$ cat src/plc_pkg.sv
// constants for the strap capture and link clock control block
package plc_pkg;
    // ****************************************
    // clocks
    // ****************************************
    localparam int unsigned SYS_CLK_KHZ = 100000;
    localparam int unsigned LINK_CLK_KHZ = 49152;
    localparam int unsigned WAKE_CLK_KHZ = 6144;
    localparam int unsigned ACC_W = 32;
    localparam logic [ACC_W-1:0] LINK_CLK_INC =
        ACC_W'((64'(LINK_CLK_KHZ) << ACC_W) / 64'(SYS_CLK_KHZ));
    localparam logic [ACC_W-1:0] WAKE_CLK_INC =
        ACC_W'((64'(WAKE_CLK_KHZ) << ACC_W) / 64'(SYS_CLK_KHZ));
    // ****************************************
    // timing
    // ****************************************
    localparam int unsigned SYS_CLK_NS = 10;
    localparam int unsigned LINK_STOP_US = 25;
    localparam int unsigned LINK_STOP_CYC = (LINK_STOP_US * 1000) / SYS_CLK_NS;
    localparam int unsigned STOP_CNT_W = 12;
    localparam logic [STOP_CNT_W-1:0] STOP_CNT_MAX = STOP_CNT_W'(LINK_STOP_CYC);
    localparam logic [1:0] CAPTURE_DELAY = 2'h3;
    // ****************************************
    // register 4 layout and speed codes
    // ****************************************
    localparam int unsigned REG4_LINK_ACTIVE = 7;
    localparam int unsigned REG4_CONTENDER = 6;
    localparam int unsigned REG4_JITTER_LSB = 3;
    localparam int unsigned REG4_PWR_LSB = 0;
    localparam logic [2:0] REG4_JITTER_VAL = 3'h0;
    localparam logic [2:0] SPEED_S200 = 3'h1;
    localparam logic [2:0] SPEED_S400 = 3'h2;
endpackage : plc_pkg

$ cat src/plc_strap_link_ctrl.sv
// strap capture, link clock gating and link-on clock for the phy
// Summary of operation
// - suspend/resume strap high enables suspend and resume, low disables it
// - link power status high: link clock runs continuously at 49.152 MHz
// - link power status low: link clock clamped low within 25 us
// - link-on indication is a 6.144 MHz clock, not a static level
// - connection strap low selects isolation barrier, high direct connection
// - three power class straps load the power class field of register 4
// - manager capable strap loads the contender bit of register 4
`timescale 1ns/1ps
`default_nettype none
module plc_strap_link_ctrl
    import plc_pkg::*;
(
    input wire logic sys_clk_in,
    input wire logic rst_n_in,
    input wire logic link_power_status_in,
    input wire logic link_wake_request_in,
    input wire logic suspend_resume_select_in,
    input wire logic direct_connect_in,
    input wire logic max_speed_select_in,
    input wire logic [2:0] power_class_straps_in,
    input wire logic manager_capable_strap_in,
    output logic link_clock_out,
    output logic link_wake_indication_out,
    output logic suspend_resume_en_out,
    output logic isolation_mode_out,
    output logic [2:0] max_speed_out,
    output logic [7:0] phy_reg4_out
);
    // ****************************************
    // reset release
    // ****************************************
    logic [1:0] rst_sync_ff;
    logic rst_n;

    always_ff @(posedge sys_clk_in or negedge rst_n_in) begin
        if (!rst_n_in) begin
            rst_sync_ff <= 2'h0;
        end else begin
            rst_sync_ff <= {rst_sync_ff[0], 1'b1};
        end
    end
    assign rst_n = rst_sync_ff[1];

    // ****************************************
    // input synchronisers
    // ****************************************
    localparam int unsigned IN_W = 8;
    logic [IN_W-1:0] raw_in;
    logic [IN_W-1:0] meta_ff;
    logic [IN_W-1:0] sync_ff;

    assign raw_in = {link_power_status_in, suspend_resume_select_in, direct_connect_in,
                     max_speed_select_in, power_class_straps_in, manager_capable_strap_in};

    always_ff @(posedge sys_clk_in or negedge rst_n) begin
        if (!rst_n) begin
            meta_ff <= '0;
            sync_ff <= '0;
        end else begin
            meta_ff <= raw_in;
            sync_ff <= meta_ff;
        end
    end

    logic pwr_stat_s;
    logic susp_sel_s;
    logic direct_s;
    logic speed_sel_s;
    logic [2:0] pwr_class_s;
    logic mgr_cap_s;
    assign {pwr_stat_s, susp_sel_s, direct_s, speed_sel_s, pwr_class_s, mgr_cap_s} = sync_ff;

    // ****************************************
    // strap capture after reset
    // ****************************************
    logic [1:0] cap_cnt_ff;
    logic [1:0] nxt_cap_cnt;
    logic captured_ff;
    logic nxt_captured;
    logic susp_en_ff;
    logic nxt_susp_en;
    logic isol_ff;
    logic nxt_isol;
    logic [2:0] speed_ff;
    logic [2:0] nxt_speed;
    logic [7:0] reg4_ff;
    logic [7:0] nxt_reg4;
    logic do_cap;

    always_comb begin
        do_cap = !captured_ff && (cap_cnt_ff == CAPTURE_DELAY);
        nxt_cap_cnt = (cap_cnt_ff == CAPTURE_DELAY) ? cap_cnt_ff : cap_cnt_ff + 2'h1;
        nxt_captured = captured_ff | do_cap;
        nxt_susp_en = do_cap ? susp_sel_s : susp_en_ff;
        nxt_isol = do_cap ? !direct_s : isol_ff;
        nxt_speed = do_cap ? (speed_sel_s ? SPEED_S400 : SPEED_S200) : speed_ff;
        nxt_reg4 = reg4_ff;
        nxt_reg4[REG4_LINK_ACTIVE] = pwr_stat_s;
        if (do_cap) begin
            nxt_reg4[REG4_CONTENDER] = mgr_cap_s;
            nxt_reg4[REG4_JITTER_LSB +: 3] = REG4_JITTER_VAL;
            nxt_reg4[REG4_PWR_LSB +: 3] = pwr_class_s;
        end
    end

    always_ff @(posedge sys_clk_in or negedge rst_n) begin
        if (!rst_n) begin
            cap_cnt_ff <= 2'h0;
            captured_ff <= 1'b0;
            susp_en_ff <= 1'b0;
            isol_ff <= 1'b0;
            speed_ff <= SPEED_S200;
            reg4_ff <= 8'h00;
        end else begin
            cap_cnt_ff <= nxt_cap_cnt;
            captured_ff <= nxt_captured;
            susp_en_ff <= nxt_susp_en;
            isol_ff <= nxt_isol;
            speed_ff <= nxt_speed;
            reg4_ff <= nxt_reg4;
        end
    end

    assign suspend_resume_en_out = susp_en_ff;
    assign isolation_mode_out = isol_ff;
    assign max_speed_out = speed_ff;
    assign phy_reg4_out = reg4_ff;

    // ****************************************
    // link clock and link-on clock
    // ****************************************
    plc_nco #(.INC(LINK_CLK_INC)) u_link_clk (
        .clk_in(sys_clk_in),
        .rst_n_in(rst_n),
        .run_in(pwr_stat_s),
        .clk_out(link_clock_out)
    );

    plc_nco #(.INC(WAKE_CLK_INC)) u_wake_clk (
        .clk_in(sys_clk_in),
        .rst_n_in(rst_n),
        .run_in(link_wake_request_in),
        .clk_out(link_wake_indication_out)
    );

    // ****************************************
    // checks
    // ****************************************
    logic [STOP_CNT_W-1:0] low_cnt_ff;
    logic [STOP_CNT_W-1:0] nxt_low_cnt;

    always_comb begin
        nxt_low_cnt = pwr_stat_s ? '0 : ((low_cnt_ff == STOP_CNT_MAX) ? low_cnt_ff
                                                                  : low_cnt_ff + 1'b1);
    end

    always_ff @(posedge sys_clk_in or negedge rst_n) begin
        if (!rst_n) begin
            low_cnt_ff <= '0;
        end else begin
            low_cnt_ff <= nxt_low_cnt;
        end
    end

    lclk_stop_a: assert property (@(posedge sys_clk_in) disable iff (!rst_n)
        (low_cnt_ff == STOP_CNT_MAX) |-> !link_clock_out)
        else $error("link clock not clamped after power status low");
    lclk_clamp_a: assert property (@(posedge sys_clk_in) disable iff (!rst_n)
        !pwr_stat_s [*2] |-> !link_clock_out)
        else $error("link clock running while power status low");
    lclk_runs_a: assert property (@(posedge sys_clk_in) disable iff (!rst_n)
        (pwr_stat_s && !link_clock_out) |-> ##[1:3] (link_clock_out || !pwr_stat_s))
        else $error("link clock stuck low while powered");
    wake_idle_a: assert property (@(posedge sys_clk_in) disable iff (!rst_n)
        !link_wake_request_in |=> !link_wake_indication_out)
        else $error("link-on output active without request");
    wake_toggle_a: assert property (@(posedge sys_clk_in) disable iff (!rst_n)
        (link_wake_request_in && link_wake_indication_out)
            |-> ##[1:10] (!link_wake_indication_out || !link_wake_request_in))
        else $error("link-on output is a static level");
    reg4_pwr_a: assert property (@(posedge sys_clk_in) disable iff (!rst_n)
        do_cap |=> (phy_reg4_out[REG4_PWR_LSB +: 3] == $past(pwr_class_s)))
        else $error("power class field not loaded from straps");
    reg4_cont_a: assert property (@(posedge sys_clk_in) disable iff (!rst_n)
        do_cap |=> (phy_reg4_out[REG4_CONTENDER] == $past(mgr_cap_s)))
        else $error("contender bit not loaded from strap");
    susp_sel_a: assert property (@(posedge sys_clk_in) disable iff (!rst_n)
        do_cap |=> (suspend_resume_en_out == $past(susp_sel_s)))
        else $error("suspend/resume enable not from strap");
    isol_mode_a: assert property (@(posedge sys_clk_in) disable iff (!rst_n)
        do_cap |=> (isolation_mode_out == !$past(direct_s)))
        else $error("isolation mode not from connection strap");
    speed_cap_a: assert property (@(posedge sys_clk_in) disable iff (!rst_n)
        do_cap |=> (max_speed_out == ($past(speed_sel_s) ? SPEED_S400 : SPEED_S200)))
        else $error("speed limit not from speed strap");
    cap_once_a: assert property (@(posedge sys_clk_in) disable iff (!rst_n)
        captured_ff |=> ($stable(suspend_resume_en_out) && $stable(max_speed_out)))
        else $error("strap values changed after capture");
endmodule : plc_strap_link_ctrl
`default_nettype wire

$ cat src/plc_nco.sv
// phase accumulator clock generator with run gate and low clamp
`timescale 1ns/1ps
`default_nettype none
module plc_nco
    import plc_pkg::*;
#(
    parameter logic [ACC_W-1:0] INC = LINK_CLK_INC
) (
    input wire logic clk_in,
    input wire logic rst_n_in,
    input wire logic run_in,
    output logic clk_out
);
    logic [ACC_W-1:0] acc_ff;
    logic [ACC_W-1:0] nxt_acc;
    logic clk_ff;
    logic nxt_clk;

    always_comb begin
        nxt_acc = run_in ? acc_ff + INC : '0;
        nxt_clk = run_in ? nxt_acc[ACC_W-1] : 1'b0;
    end

    always_ff @(posedge clk_in or negedge rst_n_in) begin
        if (!rst_n_in) begin
            acc_ff <= '0;
            clk_ff <= 1'b0;
        end else begin
            acc_ff <= nxt_acc;
            clk_ff <= nxt_clk;
        end
    end

    assign clk_out = clk_ff;
endmodule : plc_nco
`default_nettype wire

$ cat config.mk
export PLATFORM = sky130hd
export DESIGN_NAME = plc_strap_link_ctrl
export DESIGN_NICKNAME = d
export VERILOG_FILES = /design/src/plc_pkg.sv /design/src/plc_strap_link_ctrl.sv /design/src/plc_nco.sv
export SDC_FILE = /design/constraint.sdc
export NUM_CORES = 1
export LEC_CHECK = 0
export ABC_AREA = 1
export BUFFER_PORTS_ARGS = -buffer_cell sky130_fd_sc_hd__buf_2
export CORE_MARGIN = 5
export CORE_UTILIZATION = 65
export CTS_BUF_LIST = sky130_fd_sc_hd__clkbuf_4 sky130_fd_sc_hd__clkbuf_8
export DETAILED_ROUTE_END_ITERATION = 10
export MAX_ROUTING_LAYER = met4
export PLACE_DENSITY = 0.84
export RECOVER_POWER = 25
export SYNTH_ARGS = -nofsm -noshare
export SYNTH_HDL_FRONTEND = slang
export SYNTH_SLANG_ARGS = --single-unit
$ cat constraint.sdc
create_clock -name sys_clk_in -period 4.6 [get_ports sys_clk_in]
set_input_delay 0.46 -clock sys_clk_in [delete_from_list [all_inputs] [get_ports sys_clk_in]]
set_output_delay 0.46 -clock sys_clk_in [all_outputs]
set_load 0.005 [all_outputs]
# Word-level counts from Yosys, hierarchy flattened
# Index checks and enable logic that the tools add are counted.
[totals]
n_memories = 0
regBits = 97
latch_bits = 0
mem_bits_rw = 0
romBits = 0
output_inout_bits = 15
[op_classes]
add_sub_neg = 3
n_lt_le_gt_ge = 0
n_shift = 0
mux = 5
n_reduce_logical = 3
div_mod_pow = 0
n_eq_ne = 1
mul = 0
n_bitwise = 1
[ops]
columns = ["op", "n"]
rows = [
  ["$mux 32", 2],
  ["$add 32x28->32 const B", 1],
  ["$add 32x31->32 const B", 1],
  ["$add 2x1->2 const B", 1],
  ["$eq 2x2->1 const B", 1],
  ["$logic_not 1->1", 2],
  ["$mux 1", 2],
  ["$mux 2", 1],
  ["$logic_and 1x1->1", 1],
  ["$or 1x1->1", 1],
]

# Longest topological paths before layout
# Gate-level depths: netlist of the first run.
[logic_depth]
depth_word = 3
depth_mapped = 12
ltp_nobuf = 12

# Hierarchy
# From an unflattened synthesis of the first run, not the netlist that was laid out.
[unflattened]
hier_cells = 772
hier_area_um2 = 5345.1
[by_module_without_submodules]
columns = ["module", "instances", "area_each_um2", "cells_each"]
rows = [
  ["plc_nco at u_wake_clk", 1, 2195.9, 340],
  ["plc_nco at u_link_clk", 1, 2190.9, 361],
  ["plc_strap_link_ctrl", 1, 958.4, 71],
]

# Worst setup path after synthesis of the first run
# OpenSTA, ideal clock, no wires.
[synth_path]
path_type = "reg2reg"
from = "register u_wake_clk.acc_ff[1]"
to = "register u_wake_clk.acc_ff[27]"
path_slack_ns = 3.177
t_arrival_ns = 1.306
t_required_ns = 4.483
path_buffers = 0
stages_incl_launch_ff = 13
setup_time_ns = 0.117
period_less_slack_ns = 1.423
cell_sequence = "dfrtp_1 inv_1 ha_1 inv_1 nand3_1 nand2_1 nand2_1 nor2_2 nand2_1 inv_1 nor2_1 nor2_1 nor2_1"
[synth_via]
elab_chain_cells = 2
[synth_rtl]
columns = ["item", "line", "rtl"]
rows = [
  ["from (decl)", "plc_nco.sv:14", "logic [ACC_W-1:0] acc_ff;"],
  ["from (signal assigned)", "plc_nco.sv:29", "acc_ff <= nxt_acc;"],
  ["$add 32x28->32", "plc_nco.sv:20", "nxt_acc = run_in ? acc_ff + INC : '0;"],
  ["$mux 32", "plc_nco.sv:20", ""],
  ["net u_wake_clk.nxt_acc[27]", "plc_nco.sv:15", "logic [ACC_W-1:0] nxt_acc;"],
]
# The timed path passes the listed nets, and every way through them passes these cells.
# A chain may end at the register's enable or synchronous reset.

# Worst setup path after layout of the first run
[layout_path]
from = "register u_wake_clk.acc_ff[1]"
to = "register u_wake_clk.acc_ff[21]"
# The elaborated chain is that of the path after synthesis.

==> reports/metrics.yaml, run 1 <==
first_pass_iters: 5
worst_skew_pair.late_latency_ps: 360
timing.final.max_slew_violations: 0
ant_nets: 0
timing.rr.start: "u_wake_clk.acc_ff[1]$_DFF_PN0_"
horizontal_extent_of_the_die_um: 101
fin_worst_skew_ps: 14.0
status: "finished clean"
p_comb_frac: 0.211
worstMarginPinSlew_ps: 1080
power-per-cell-area_nw_per_um2: 363
grt_first_pass_wirelength_mm: 21.9
design.core.area_sq_um: 8090
critPathLaunchType: "flop"
io_pins: 26
placement_rows: 33
rsz0062_at_grt: "no"
worst-endpoint-required_ps: 4900
critical_setup_path_kind: "reg -> reg"
largest_net_degree_at_the_start_of_global_routing: 78
path_max_fanout: 4
rrSetupSlack_ps: 2960
post-place-cells: 910
switchingPower_uw: 719
setup_total_negative_slack_ps: 0
synth_largest_type_area_fraction: 0.432
maxClockFrequency_ghz: 0.608
whs_path_depth: 1
drt_wirelength_mm: 12.4
globalplace.congestion: 0.954
layoutNonFillerInstCount: 927
insertedDiodeCount: 0
detail_route.vias_per_cell: 5.35
max_slew_margin: 0.279
syn-mean-instance-area_sq_um: 6.75
synth.area.top_cells: "sky130_fd_sc_hd__dfrtp_1 43%, sky130_fd_sc_hd__nand2_1 17%, sky130_fd_sc_hd__nor2_1 9.8%"
port-buffer-count: 21
worstHoldEndpoint: "meta_ff[7]$_DFF_PN0_"
setup_viol: 0
r2r.worst_path.cells: 11
drive_above_1_share: 0.0852
clock_path_buffers: 2
sequential_cell_area_sq_um: 2330
global_route.overflow_total: 0
finalHoldViolCount: 0
synth.yosys.seq_area_share: 0.436
worst_r2r_endpoint: "u_wake_clk.acc_ff[21]$_DFF_PN0_"
timing.hold.worst.class: "in -> reg"
cts.clk_slew.worst_paths_ps: 100
switching_share: 0.344
sort_of_element_at_the_end_of_the_critical_path: "flop"
ir_drop_v: 0.000195
holdCritStartpoint: "link_power_status_in"
post_synth_inst_count: 790
cts_tree: "done"
number_of_global_route_vias_before_repair: 4943
yosysWarnings: 0
numClockSinks: 93
gr-usage-all-layers: 0.277
power.leakage_nw: 2.95
nNetsFinal: 831
ys_ff_latch: 93
finalWorstPathRequiredPeriod_ps: 1640
pwr-share-clk: 0.308
route.vias.total: 4961
finalCritPeriodShare: 0.357
post_synth_num_cell_types: 29
synthToLayoutAreaGrowth_pct: 8.07
antenna_violations_before_repair: 0
remaining_drc_errors: 0
die_height_um: 101
filler_cells: 701
power.sequential.fraction: 0.481
cts_made_buffers: 9
worst_ep_arrival_time_ps: 1940
route.detailed.wl_per_inst_um: 13.4
cts.htree.levels: 3
cts_resized: 0
hpwl_mm: 9.34
multi_input_logic_area_sq_um: 2550
starting_density_of_the_core: 0.659
internal-power_mw: 1.37
cap_violations: 0
design.die.area_sq_um: 10100
yosysTopAreaCell: "sky130_fd_sc_hd__dfrtp_1"
clockRootBuffer: "sky130_fd_sc_hd__clkbuf_8"
detailedRoute.firstIterationViolations: 224
synthesis.area_sq_um: 5340
## per-layer routing
metal,vias up,GRT usage,part of all wire
met1,2304,0.325,0.41
met5,-,-,0
met2,119,0.481,0.52
met3,37,0.0450,0.040
met4,0,0.0964,0.028
li1,2501,-,-
## power groups by stage
stage / registers (mW) / clock network [mW] / logic (mW)
2_1_floorplan: 0.993 / 0 / 0.348
5_1_grt: 1.02 / 0.698 / 0.510
3_3_place_gp: 1.01 / 0 / 0.421
6_report: 1.00 / 0.644 / 0.442
3_5_place_dp: 1.02 / 0 / 0.438
4_1_cts: 1.00 / 0.664 / 0.441
## kinds of logic after synthesis
kind of cell	share of synthesized area
other	0.00141
XOR/XNOR	0.00657
buffers and inverters	0.0877
AND/OR/NAND/NOR	0.377
AO/OA/AOI/OAI	0.0842
adder cells (fa/ha/maj)	0.00704
flip-flops	0.436
## sequential cells by signal (all words and copies together), names as in the netlist
name and cells:
sync_ff 8, cap_cnt_ff 2, captured_ff 1, u_link_clk.acc_ff 32, max_speed_out 2, u_wake_clk.acc_ff 31, rst_sync_ff 2, suspend_resume_en_out 1
meta_ff 8, phy_reg4_out 5, isolation_mode_out 1
## per-stage QoR
step	setup WS [ps]	power (mW)	instance area, sq um	hold WS (ps)	util
2_1_floorplan	1820	1.34	5350	164	-
3_5_place_dp	2980	1.46	5520	173	0.683
3_3_place_gp	3070	1.44	5520	176	0.683
5_1_grt	2690	2.23	5770	162	0.712
6_report	2960	2.09	5770	195	0.712
4_1_cts	2950	2.11	5770	174	0.714
## repair_timing
item,4_1_cts,5_1_grt
buffers inserted,0,0
endpoints found under the hold margin,2,0
hold buffers,1,0
## area by class of cell
cell class | instances | share of cell area
Multi-Input combinational cell | 584 | 0.442
Sequential cell | 93 | 0.404
Inverter | 106 | 0.0690
Tap cell | 105 | 0.0228
Clock buffer | 9 | 0.0215
Timing Repair Buffer | 23 | 0.0204
Clock inverter | 7 | 0.0202
## critical path: stages (launching register included)
cell and delay, ps:
sky130_fd_sc_hd__dfrtp_1 380, sky130_fd_sc_hd__inv_1 50, sky130_fd_sc_hd__ha_1 210, sky130_fd_sc_hd__inv_1 90
sky130_fd_sc_hd__nand3_1 90, sky130_fd_sc_hd__nand2_1 140, sky130_fd_sc_hd__nand3_1 90, sky130_fd_sc_hd__nand2_1 150
sky130_fd_sc_hd__nand2_1 100, sky130_fd_sc_hd__nand3_1 80, sky130_fd_sc_hd__nand2_1 60, sky130_fd_sc_hd__nor2_1 130
## Yosys cell counts
| library cell | number |
|---|---|
| sky130_fd_sc_hd__conb_1 | 2 |
| sky130_fd_sc_hd__nor2_4 | 2 |
| sky130_fd_sc_hd__buf_2 | 2 |
| sky130_fd_sc_hd__a211oi_1 | 2 |
| sky130_fd_sc_hd__xor2_1 | 2 |
| sky130_fd_sc_hd__o21a_1 | 1 |
| sky130_fd_sc_hd__clkbuf_1 | 1 |
| sky130_fd_sc_hd__and2_1 | 2 |
| sky130_fd_sc_hd__dfrtp_1 | 92 |
| sky130_fd_sc_hd__ha_1 | 3 |
| sky130_fd_sc_hd__nand3_1 | 57 |
| sky130_fd_sc_hd__a31oi_1 | 1 |
| sky130_fd_sc_hd__o21ai_0 | 25 |
| sky130_fd_sc_hd__nor2_1 | 139 |
| sky130_fd_sc_hd__nor2_2 | 13 |
| sky130_fd_sc_hd__dfstp_2 | 1 |
| sky130_fd_sc_hd__nor3_1 | 2 |
| sky130_fd_sc_hd__xnor2_1 | 2 |
| sky130_fd_sc_hd__nand4_1 | 9 |
| sky130_fd_sc_hd__or2_2 | 2 |
| sky130_fd_sc_hd__nand2_1 | 244 |
| sky130_fd_sc_hd__nand2_2 | 11 |
| sky130_fd_sc_hd__inv_1 | 99 |
| sky130_fd_sc_hd__inv_2 | 7 |
| sky130_fd_sc_hd__a21oi_1 | 59 |
| sky130_fd_sc_hd__clkbuf_4 | 1 |
| sky130_fd_sc_hd__buf_4 | 5 |
| sky130_fd_sc_hd__nand3b_1 | 3 |
| sky130_fd_sc_hd__buf_6 | 1 |
## how the worst max path moves through the flow
stage	startpoint	end	slack (ps)
2_1_floorplan	rst_sync_ff[1]$_DFF_PN0_	cap_cnt_ff[0]$_DFFE_PN0P_	1820
3_3_place_gp	u_wake_clk.acc_ff[1]$_DFF_PN0_	u_wake_clk.acc_ff[27]$_DFF_PN0_	3070
3_5_place_dp	u_link_clk.acc_ff[0]$_DFF_PN0_	u_link_clk.acc_ff[26]$_DFF_PN0_	2980
4_1_cts	u_wake_clk.acc_ff[1]$_DFF_PN0_	u_wake_clk.acc_ff[21]$_DFF_PN0_	2950
5_1_grt	rst_sync_ff[1]$_DFF_PN0_	phy_reg4_out[6]$_DFFE_PN0P_	2690
6_report	u_wake_clk.acc_ff[1]$_DFF_PN0_	u_wake_clk.acc_ff[21]$_DFF_PN0_	2960
## cells in the final DEF (no fill, tap or decap), types with 3 or more instances in the layout
| cell type | synthesis | routed |
|---|---|---|
| sky130_fd_sc_hd__a21oi_1 | 59 | 59 |
| sky130_fd_sc_hd__buf_2 | 2 | 17 |
| sky130_fd_sc_hd__clkbuf_1 | 1 | 4 |
| sky130_fd_sc_hd__clkbuf_8 | 0 | 9 |
| sky130_fd_sc_hd__conb_1 | 2 | 5 |
| sky130_fd_sc_hd__dfrtp_1 | 92 | 92 |
| sky130_fd_sc_hd__ha_1 | 3 | 3 |
| sky130_fd_sc_hd__inv_1 | 99 | 99 |
| sky130_fd_sc_hd__inv_2 | 7 | 7 |
| sky130_fd_sc_hd__nand2_1 | 244 | 244 |
| sky130_fd_sc_hd__nand2_2 | 11 | 11 |
| sky130_fd_sc_hd__nand3_1 | 57 | 57 |
| sky130_fd_sc_hd__nand3b_1 | 3 | 3 |
| sky130_fd_sc_hd__nand4_1 | 9 | 9 |
| sky130_fd_sc_hd__nor2_1 | 139 | 139 |
| sky130_fd_sc_hd__nor2_2 | 13 | 13 |
| sky130_fd_sc_hd__o21ai_0 | 25 | 25 |
No activity file was read; power rests on OpenSTA's default activity.
==> run 2: changes to the inputs <==
--- a/config.mk
+++ b/config.mk
@@ -8,11 +8,11 @@
 export ABC_AREA = 1
 export BUFFER_PORTS_ARGS = -buffer_cell sky130_fd_sc_hd__buf_2
 export CORE_MARGIN = 5
-export CORE_UTILIZATION = 65
+export CORE_UTILIZATION = 64
 export CTS_BUF_LIST = sky130_fd_sc_hd__clkbuf_4 sky130_fd_sc_hd__clkbuf_8
 export DETAILED_ROUTE_END_ITERATION = 10
 export MAX_ROUTING_LAYER = met4
-export PLACE_DENSITY = 0.84
+export PLACE_DENSITY = 0.83
 export RECOVER_POWER = 25
 export SYNTH_ARGS = -nofsm -noshare
 export SYNTH_HDL_FRONTEND = slang
==> constraint.sdc (replaced) <==
create_clock -name sys_clk_in -period 1.6 [get_ports sys_clk_in]
set_input_delay 0.16 -clock sys_clk_in [delete_from_list [all_inputs] [get_ports sys_clk_in]]
set_output_delay 0.16 -clock sys_clk_in [all_outputs]
set_load 0.005 [all_outputs]
==> reports/metrics.yaml, run 2 (same netlist as run 1, synthesis figures left out) <==
status: "finished clean"  # unchanged
crit_slowest_cell: "sky130_fd_sc_hd__dfrtp_1"  # unchanged
first_pass_iters: 5  # unchanged
maxClockFrequency_ghz: 0.658  # was 0.608 GHz
power.sequential.fraction: 0.491  # was 0.481
top_register: "u_link_clk.acc_ff"  # unchanged
cts.clk_slew.worst_paths_ps: 110  # was 100 ps
number_of_global_route_vias_before_repair: 5101  # was 4943
setup_total_negative_slack_ps: 0  # unchanged
hpwl_mm: 9.67  # was 9.34 mm
p_comb_frac: 0.235  # was 0.211
timing.rr.start: "u_wake_clk.acc_ff[2]$_DFF_PN0_"  # was u_wake_clk.acc_ff[1]$_DFF_PN0_
wirelength_met1_mm: 5.41  # was 5.13 mm
layout_top_registers: "u_link_clk.acc_ff (32), u_wake_clk.acc_ff (31)"  # unchanged
mostFrequentLayoutCell: "sky130_fd_sc_hd__nand2_1"  # unchanged
flip_flop_count_of_the_largest_register_after_layout: 32  # unchanged
sort_of_element_at_the_end_of_the_critical_path: "flop"  # unchanged
path_max_fanout: 3  # was 4
worst_stage_delay_on_the_critical_path_ps: 400  # was 380 ps
mostFrequentLayoutCells: "238 x sky130_fd_sc_hd__nand2_1, 133 x sky130_fd_sc_hd__nor2_1, 96 x sky130_fd_sc_hd__inv_1"  # was 244 x sky130_fd_sc_hd__nand2_1, 139 x sky130_fd_sc_hd__nor2_1, 99 x sky130_fd_sc_hd__inv_1
gr-usage-all-layers: 0.277  # about the same
die_height_um: 101  # about the same
timing.hold.worst.class: "in -> async"  # was in -> reg
cap_violations: 0  # unchanged
synthToLayoutAreaGrowth_pct: 13.4  # was 8.07%
clock_path_buffers: 2  # unchanged
global_route.overflow_total: 0  # unchanged
critPathLaunch: "u_wake_clk.acc_ff[2]$_DFF_PN0_"  # was u_wake_clk.acc_ff[1]$_DFF_PN0_
wl_met2_mm: 6.93  # was 6.49 mm
io_pins: 26  # unchanged
pwr-share-clk: 0.275  # was 0.308
worst_ep_arrival_time_ps: 1770  # was 1940 ps
cts_tree: "done"  # unchanged
switching_share: 0.370  # was 0.344
critical_path.n_buffers_inverters: 3  # was 2
port-buffer-count: 21  # unchanged
globalplace.congestion: 0.933  # was 0.954
rrSetupSlack_ps: 80  # was 2960 ps
fin_worst_skew_ps: 12.8  # was 14.0 ps
ir_drop_v: 0.000501  # was 0.000195 V
max_slew_margin: 0.507  # was 0.279
power.leakage_nw: 3.05  # was 2.95 nW
cts_made_buffers: 9  # unchanged
drive_above_1_share: 0.142  # was 0.0852
worst_path_dominant_cell_family: "flip-flops"  # was simple AND/OR/NAND/NOR gates
route.detailed.wl_per_inst_um: 13.9  # was 13.4 um
worstMarginPinSlew_ps: 739  # was 1080 ps
power-per-cell-area_nw_per_um2: 973  # was 363 nW/um^2
worst-endpoint-required_ps: 1850  # was 4900 ps
cts.htree.levels: 3  # unchanged
grt_first_pass_wirelength_mm: 22.3  # was 21.9 mm
wl_met3_um: 541  # was 493 um
numClockSinks: 93  # unchanged
critPathLaunchType: "flop"  # unchanged
detailedRoute.firstIterationViolations: 244  # was 224
post-place-cells: 917  # was 910
crit_chain: "inv_1 > ha_2 > inv_2 > nand3_4 > nand2_4 > nand3_1 > nand2_2 > buf_4 > o21ai_0 > a21oi_1"  # was inv_1 > ha_1 > inv_1 > nand3_1 > nand2_1 > nand3_1 > nand2_1 > nand2_1 > nand3_1 > nand2_1 > nor2_1
placed_area_sq_um: 5590  # was 5520 sq um
worst_skew_pair.late_latency_ps: 370  # was 360 ps
insertedDiodeCount: 0  # unchanged
timing.final.max_slew_violations: 0  # unchanged
route.vias.total: 5213  # was 4961
dr.max_layer_used: "met4"  # unchanged
switchingPower_mw: 2.18  # was 719 uW
horizontal_extent_of_the_die_um: 101  # about the same
placement_rows: 33  # unchanged
final_util: 0.740  # was 0.712
largest_net_degree_at_the_start_of_global_routing: 46  # was 78
layoutNonFillerInstCount: 951  # was 927
finalCritPeriodShare: 0.950  # was 0.357
antenna_violations_before_repair: 0  # unchanged
ant_nets: 0  # unchanged
design_area_sq_um: 6050  # was 5770 sq um
design.die.area_sq_um: 10300  # was 10100 sq um
nNetsFinal: 855  # was 831
drt_wirelength_mm: 13.3  # was 12.4 mm
finalWorstPathRequiredPeriod_ps: 1520  # was 1640 ps
starting_density_of_the_core: 0.653  # was 0.659
finalHoldViolCount: 0  # unchanged
setup_viol: 0  # unchanged
critical_setup_path_kind: "reg -> reg"  # unchanged
remaining_drc_errors: 0  # unchanged
internal-power_mw: 3.71  # was 1.37 mW
detail_route.vias_per_cell: 5.48  # was 5.35
clockRootBuffer: "sky130_fd_sc_hd__clkbuf_8"  # unchanged
design.core.area_sq_um: 8180  # was 8090 sq um
==> run 2: per-layer routing <==
metal,vias to the layer above,GRT usage
met3,50,0.0358
met5,-,-
met1,2435,0.321
li1,2556,-
met4,0,0.0961
met2,172,0.494
==> run 2: layout make-up <==
cell class,count,area (sq um)
Clock inverter,7,77.6
Sequential cell,93,2340
Multi-Input combinational cell,584,2650
Timing Repair Buffer,47,335
Fill cell,653,2120
Tap cell,105,131
Inverter,106,398
Clock buffer,9,124
==> run 2: repair_timing <==
item	4_1_cts	5_1_grt
hold buffers	9	0
setup endpoints to repair	4	28
hold endpoints to repair	10	0
gates cloned	0	0
resized for setup	2	36
pin swaps	1	5
setup buffers	2	7
==> run 2: worst register-to-register path, delay by kind of cell, from the launching register on <==
family                   cells  cell delay (ps)
AO/OA/AOI/OAI                2              190
AND/OR/NAND/NOR              4              340
flip-flops                   1              400
adder cells (fa/ha/maj)      1              200
buffers and inverters        3              280
==> run 2: metrics by stage <==
| stage | hold WS, ps | setup WS [ps] | power, mW |
|---|---|---|---|
| 6_report | 94.5 | 79.7 | 5.89 |
| 5_1_grt | 101 | -64.3 | 6.25 |
| 4_1_cts | 91.7 | -11.7 | 5.81 |
| 3_5_place_dp | -50.3 | -27.4 | 4.20 |
| 3_3_place_gp | -53.8 | 67.8 | 4.14 |
| 2_1_floorplan | -136 | 34.7 | 3.85 |
==> run 2: path summary, 6_finish.rpt <==
kind | to | cells past startpoint
max | u_wake_clk.acc_ff[13]$_DFF_PN0_ | 10
min | rst_sync_ff[0]$_DFF_PN0_ | 2
max reg2reg | u_wake_clk.acc_ff[13]$_DFF_PN0_ | 10
min reg2reg | sync_ff[5]$_DFF_PN0_ | 0
max in group asynchronous | u_link_clk.acc_ff[7]$_DFF_PN0_ | 1
min in group sys_clk_in | u_wake_clk.acc_ff[12]$_DFF_PN0_ | 3
==> run 2: power groups by stage <==
stage | clock (mW) | combinational, mW | sequential (mW)
after detailed placement | 0 | 1.28 | 2.91
final | 1.62 | 1.38 | 2.89
after global routing | 1.73 | 1.59 | 2.93
after CTS | 1.63 | 1.31 | 2.87
after global placement | 0 | 1.23 | 2.90
after floorplan | 0 | 1.00 | 2.85
==> run 3: changes to the inputs <==
--- a/config.mk
+++ b/config.mk
@@ -12,7 +12,7 @@
 export CTS_BUF_LIST = sky130_fd_sc_hd__clkbuf_4 sky130_fd_sc_hd__clkbuf_8
 export DETAILED_ROUTE_END_ITERATION = 10
 export MAX_ROUTING_LAYER = met4
-export PLACE_DENSITY = 0.83
+export PLACE_DENSITY = 0.91
 export RECOVER_POWER = 25
 export SYNTH_ARGS = -nofsm -noshare
 export SYNTH_HDL_FRONTEND = slang
==> reports/metrics.yaml, run 3 (same netlist as run 1, synthesis figures left out) <==
timing.rr.start: "u_wake_clk.acc_ff[12]$_DFF_PN0_"  # was u_wake_clk.acc_ff[2]$_DFF_PN0_
clock_path_buffers: 2  # unchanged
post-place-cells: 919  # was 917
worst_r2r_endpoint: "u_wake_clk.acc_ff[17]$_DFF_PN0_"  # was u_wake_clk.acc_ff[13]$_DFF_PN0_
detailedPlace.worstSlack_ps: -85.5  # was -27.4 ps
sort_of_element_at_the_end_of_the_critical_path: "flop"  # unchanged
switchingPower_mw: 2.26  # was 2.18 mW
design.die.area_sq_um: 10300  # unchanged
final_critical_path_setup_slack_ps: -49.6  # was 79.7 ps
detail_route.vias_per_cell: 5.60  # was 5.48
port-buffer-count: 21  # unchanged
drt_wirelength_mm: 14.3  # was 13.3 mm
grt_first_pass_wirelength_mm: 22.5  # was 22.3 mm
largest_net_degree_at_the_start_of_global_routing: 30  # was 46
insertedDiodeCount: 0  # unchanged
power.leakage_nw: 3.05  # about the same
totalPowerFinal_mw: 5.98  # was 5.89 mW
mostFrequentLayoutCell: "sky130_fd_sc_hd__nand2_1"  # unchanged
ir_drop_v: 0.000553  # was 0.000501 V
placed_area_sq_um: 5600  # was 5590 sq um
maxClockFrequency_ghz: 0.606  # was 0.658 GHz
critPathLaunch: "u_wake_clk.acc_ff[12]$_DFF_PN0_"  # was u_wake_clk.acc_ff[2]$_DFF_PN0_
top_register: "u_link_clk.acc_ff"  # unchanged
hpwl_mm: 9.97  # was 9.67 mm
design.core.area_sq_um: 8180  # unchanged
design_area_sq_um: 6100  # was 6050 sq um
nNetsFinal: 853  # was 855
placement_rows: 33  # unchanged
cap_violations: 0  # unchanged
power-per-cell-area_nw_per_um2: 981  # was 973 nW/um^2
sequential_cell_area_sq_um: 2340  # about the same
synthToLayoutAreaGrowth_pct: 14.3  # was 13.4%
critPathLaunchType: "flop"  # unchanged
rrSetupSlack_ps: -50  # was 80 ps
status: "finished, violations left"  # was finished clean
starting_density_of_the_core: 0.653  # unchanged
finalCritPeriodShare: 1.03  # was 0.950
setup_total_negative_slack_ps: -54.5  # was 0 ps
route.detailed.wl_per_inst_um: 15.0  # was 13.9 um
worst_ep_arrival_time_ps: 1920  # was 1770 ps
finalHoldViolCount: 0  # unchanged
internal-power_mw: 3.72  # was 3.71 mW
met3_demand_to_capacity_share_in_global_routing: 0.0413  # was 0.0358
numClockSinks: 93  # unchanged
drive_above_1_share: 0.155  # was 0.142
p_comb_frac: 0.241  # was 0.235
gr-usage-all-layers: 0.286  # was 0.277
cts_made_buffers: 9  # unchanged
timing.final.max_slew_violations: 0  # unchanged
cts_tree: "done"  # unchanged
global_route.overflow_total: 0  # unchanged
cts.htree.levels: 3  # unchanged
io_pins: 26  # unchanged
worst_hold_check_slack_ps: 85.1  # was 94.5 ps
globalplace.congestion: 0.996  # was 0.933
antenna_violations_before_repair: 0  # unchanged
layoutNonFillerInstCount: 949  # was 951
critical_setup_path_kind: "reg -> reg"  # unchanged
path_max_fanout: 7  # was 3
grt_most_used_layer: "met2"  # unchanged
detailedRoute.firstIterationViolations: 366  # was 244
grt_util_met1: 0.324  # was 0.321
first_pass_iters: 5  # unchanged
groute.layer.met2.usage: 0.504  # was 0.494
fin_worst_skew_ps: 14.6  # was 12.8 ps
critPathCapture: "u_wake_clk.acc_ff[17]$_DFF_PN0_"  # was u_wake_clk.acc_ff[13]$_DFF_PN0_
cts.clk_slew.worst_paths_ps: 120  # was 110 ps
number_of_global_route_vias_before_repair: 5082  # was 5101
die_height_um: 101  # unchanged
remaining_drc_errors: 0  # unchanged
ant_nets: 0  # unchanged
filler_cells: 643  # was 653
r2r.worst_path.cells: 7  # was 10
flip_flop_count_of_the_largest_register_after_layout: 32  # unchanged
timing.hold.worst.class: "in -> async"  # unchanged
worst_skew_pair.late_latency_ps: 380  # was 370 ps
route.vias.total: 5312  # was 5213
worst-endpoint-required_ps: 1870  # was 1850 ps
setup_viol: 2  # was 0
power.sequential.fraction: 0.485  # was 0.491
horizontal_extent_of_the_die_um: 101  # unchanged
mostFrequentLayoutCells: "237 x sky130_fd_sc_hd__nand2_1, 127 x sky130_fd_sc_hd__nor2_1, 93 x sky130_fd_sc_hd__inv_1"  # was 238 x sky130_fd_sc_hd__nand2_1, 133 x sky130_fd_sc_hd__nor2_1, 96 x sky130_fd_sc_hd__inv_1
multi_input_logic_area_sq_um: 2710  # was 2650 sq um
switching_share: 0.378  # was 0.370
final_util: 0.746  # was 0.740
finalWorstPathRequiredPeriod_ps: 1650  # was 1520 ps
clockRootBuffer: "sky130_fd_sc_hd__clkbuf_8"  # unchanged
pwr-share-clk: 0.273  # was 0.275
layout_top_registers: "u_link_clk.acc_ff (32), u_wake_clk.acc_ff (31)"  # unchanged
violations: "negative setup slack"
## run 3: changes by cell type in the layout (fill, tap and decap cells not counted), sizes merged
cell	delta
clkinv	-1
clkbuf	-1
buf	-1
clkinvlp	-1
inv	+2
## run 3: worst min-delay path by stage
| stage | start | end | slack (ps) | depth (start not counted) |
|---|---|---|---|---|
| 6_report | rst_n_in | rst_sync_ff[1]$_DFF_PN0_ | 90 | 2 |
| 5_1_grt | rst_n_in | rst_sync_ff[0]$_DFF_PN0_ | 90 | 2 |
| 4_1_cts | rst_n_in | rst_sync_ff[1]$_DFF_PN0_ | 80 | 2 |
| 3_5_place_dp | rst_n_in | rst_sync_ff[0]$_DFF_PN0_ | -50 | 1 |
| 3_3_place_gp | rst_n_in | rst_sync_ff[0]$_DFF_PN0_ | -60 | 1 |
| 2_1_floorplan | rst_n_in | rst_sync_ff[0]$_DFF_PN0_ | -140 | 0 |
## run 3: critical path, stage by stage, from the launching register on
cell,delay [ps]
sky130_fd_sc_hd__dfrtp_2,490
sky130_fd_sc_hd__nand2_2,150
sky130_fd_sc_hd__nor2_2,70
sky130_fd_sc_hd__nor2_1,250
sky130_fd_sc_hd__nor2_2,90
sky130_fd_sc_hd__a21oi_1,190
sky130_fd_sc_hd__xor2_1,230
sky130_fd_sc_hd__nor2_1,70
## run 3: power by group through the flow
stage | clock [mW] | sequential [mW] | combinational (mW)
after floorplan | 0 | 2.85 | 1.00
after global routing | 1.73 | 2.94 | 1.64
after CTS | 1.63 | 2.87 | 1.35
after detailed placement | 0 | 2.92 | 1.31
final | 1.63 | 2.90 | 1.44
after global placement | 0 | 2.90 | 1.24
## run 3: area by class of cell
cell class / instances / area share
multi-input cells: 584 / 0.445
flip-flops and latches: 93 / 0.384
clock buffers: 9 / 0.0203
repair buffers: 45 / 0.0523
well taps: 105 / 0.0216
clock inverters: 7 / 0.0115
inverters: 106 / 0.0657
## run 3: repair_timing
item                       4_1_cts  5_1_grt
hold endpoints to repair        10        0
pin swaps                        2        5
hold buffers                     9        0
setup endpoints to repair        6       32
cloned                           0        0
buffers inserted                 2        3
resized for setup                5       50
## run 3: layer usage
metal | vias to the layer above | wire [um]
met1 | 2450 | 5490
met4 | 0 | 483
met2 | 241 | 7460
met3 | 66 | 828
li1 | 2555 | -
met5 | - | 0
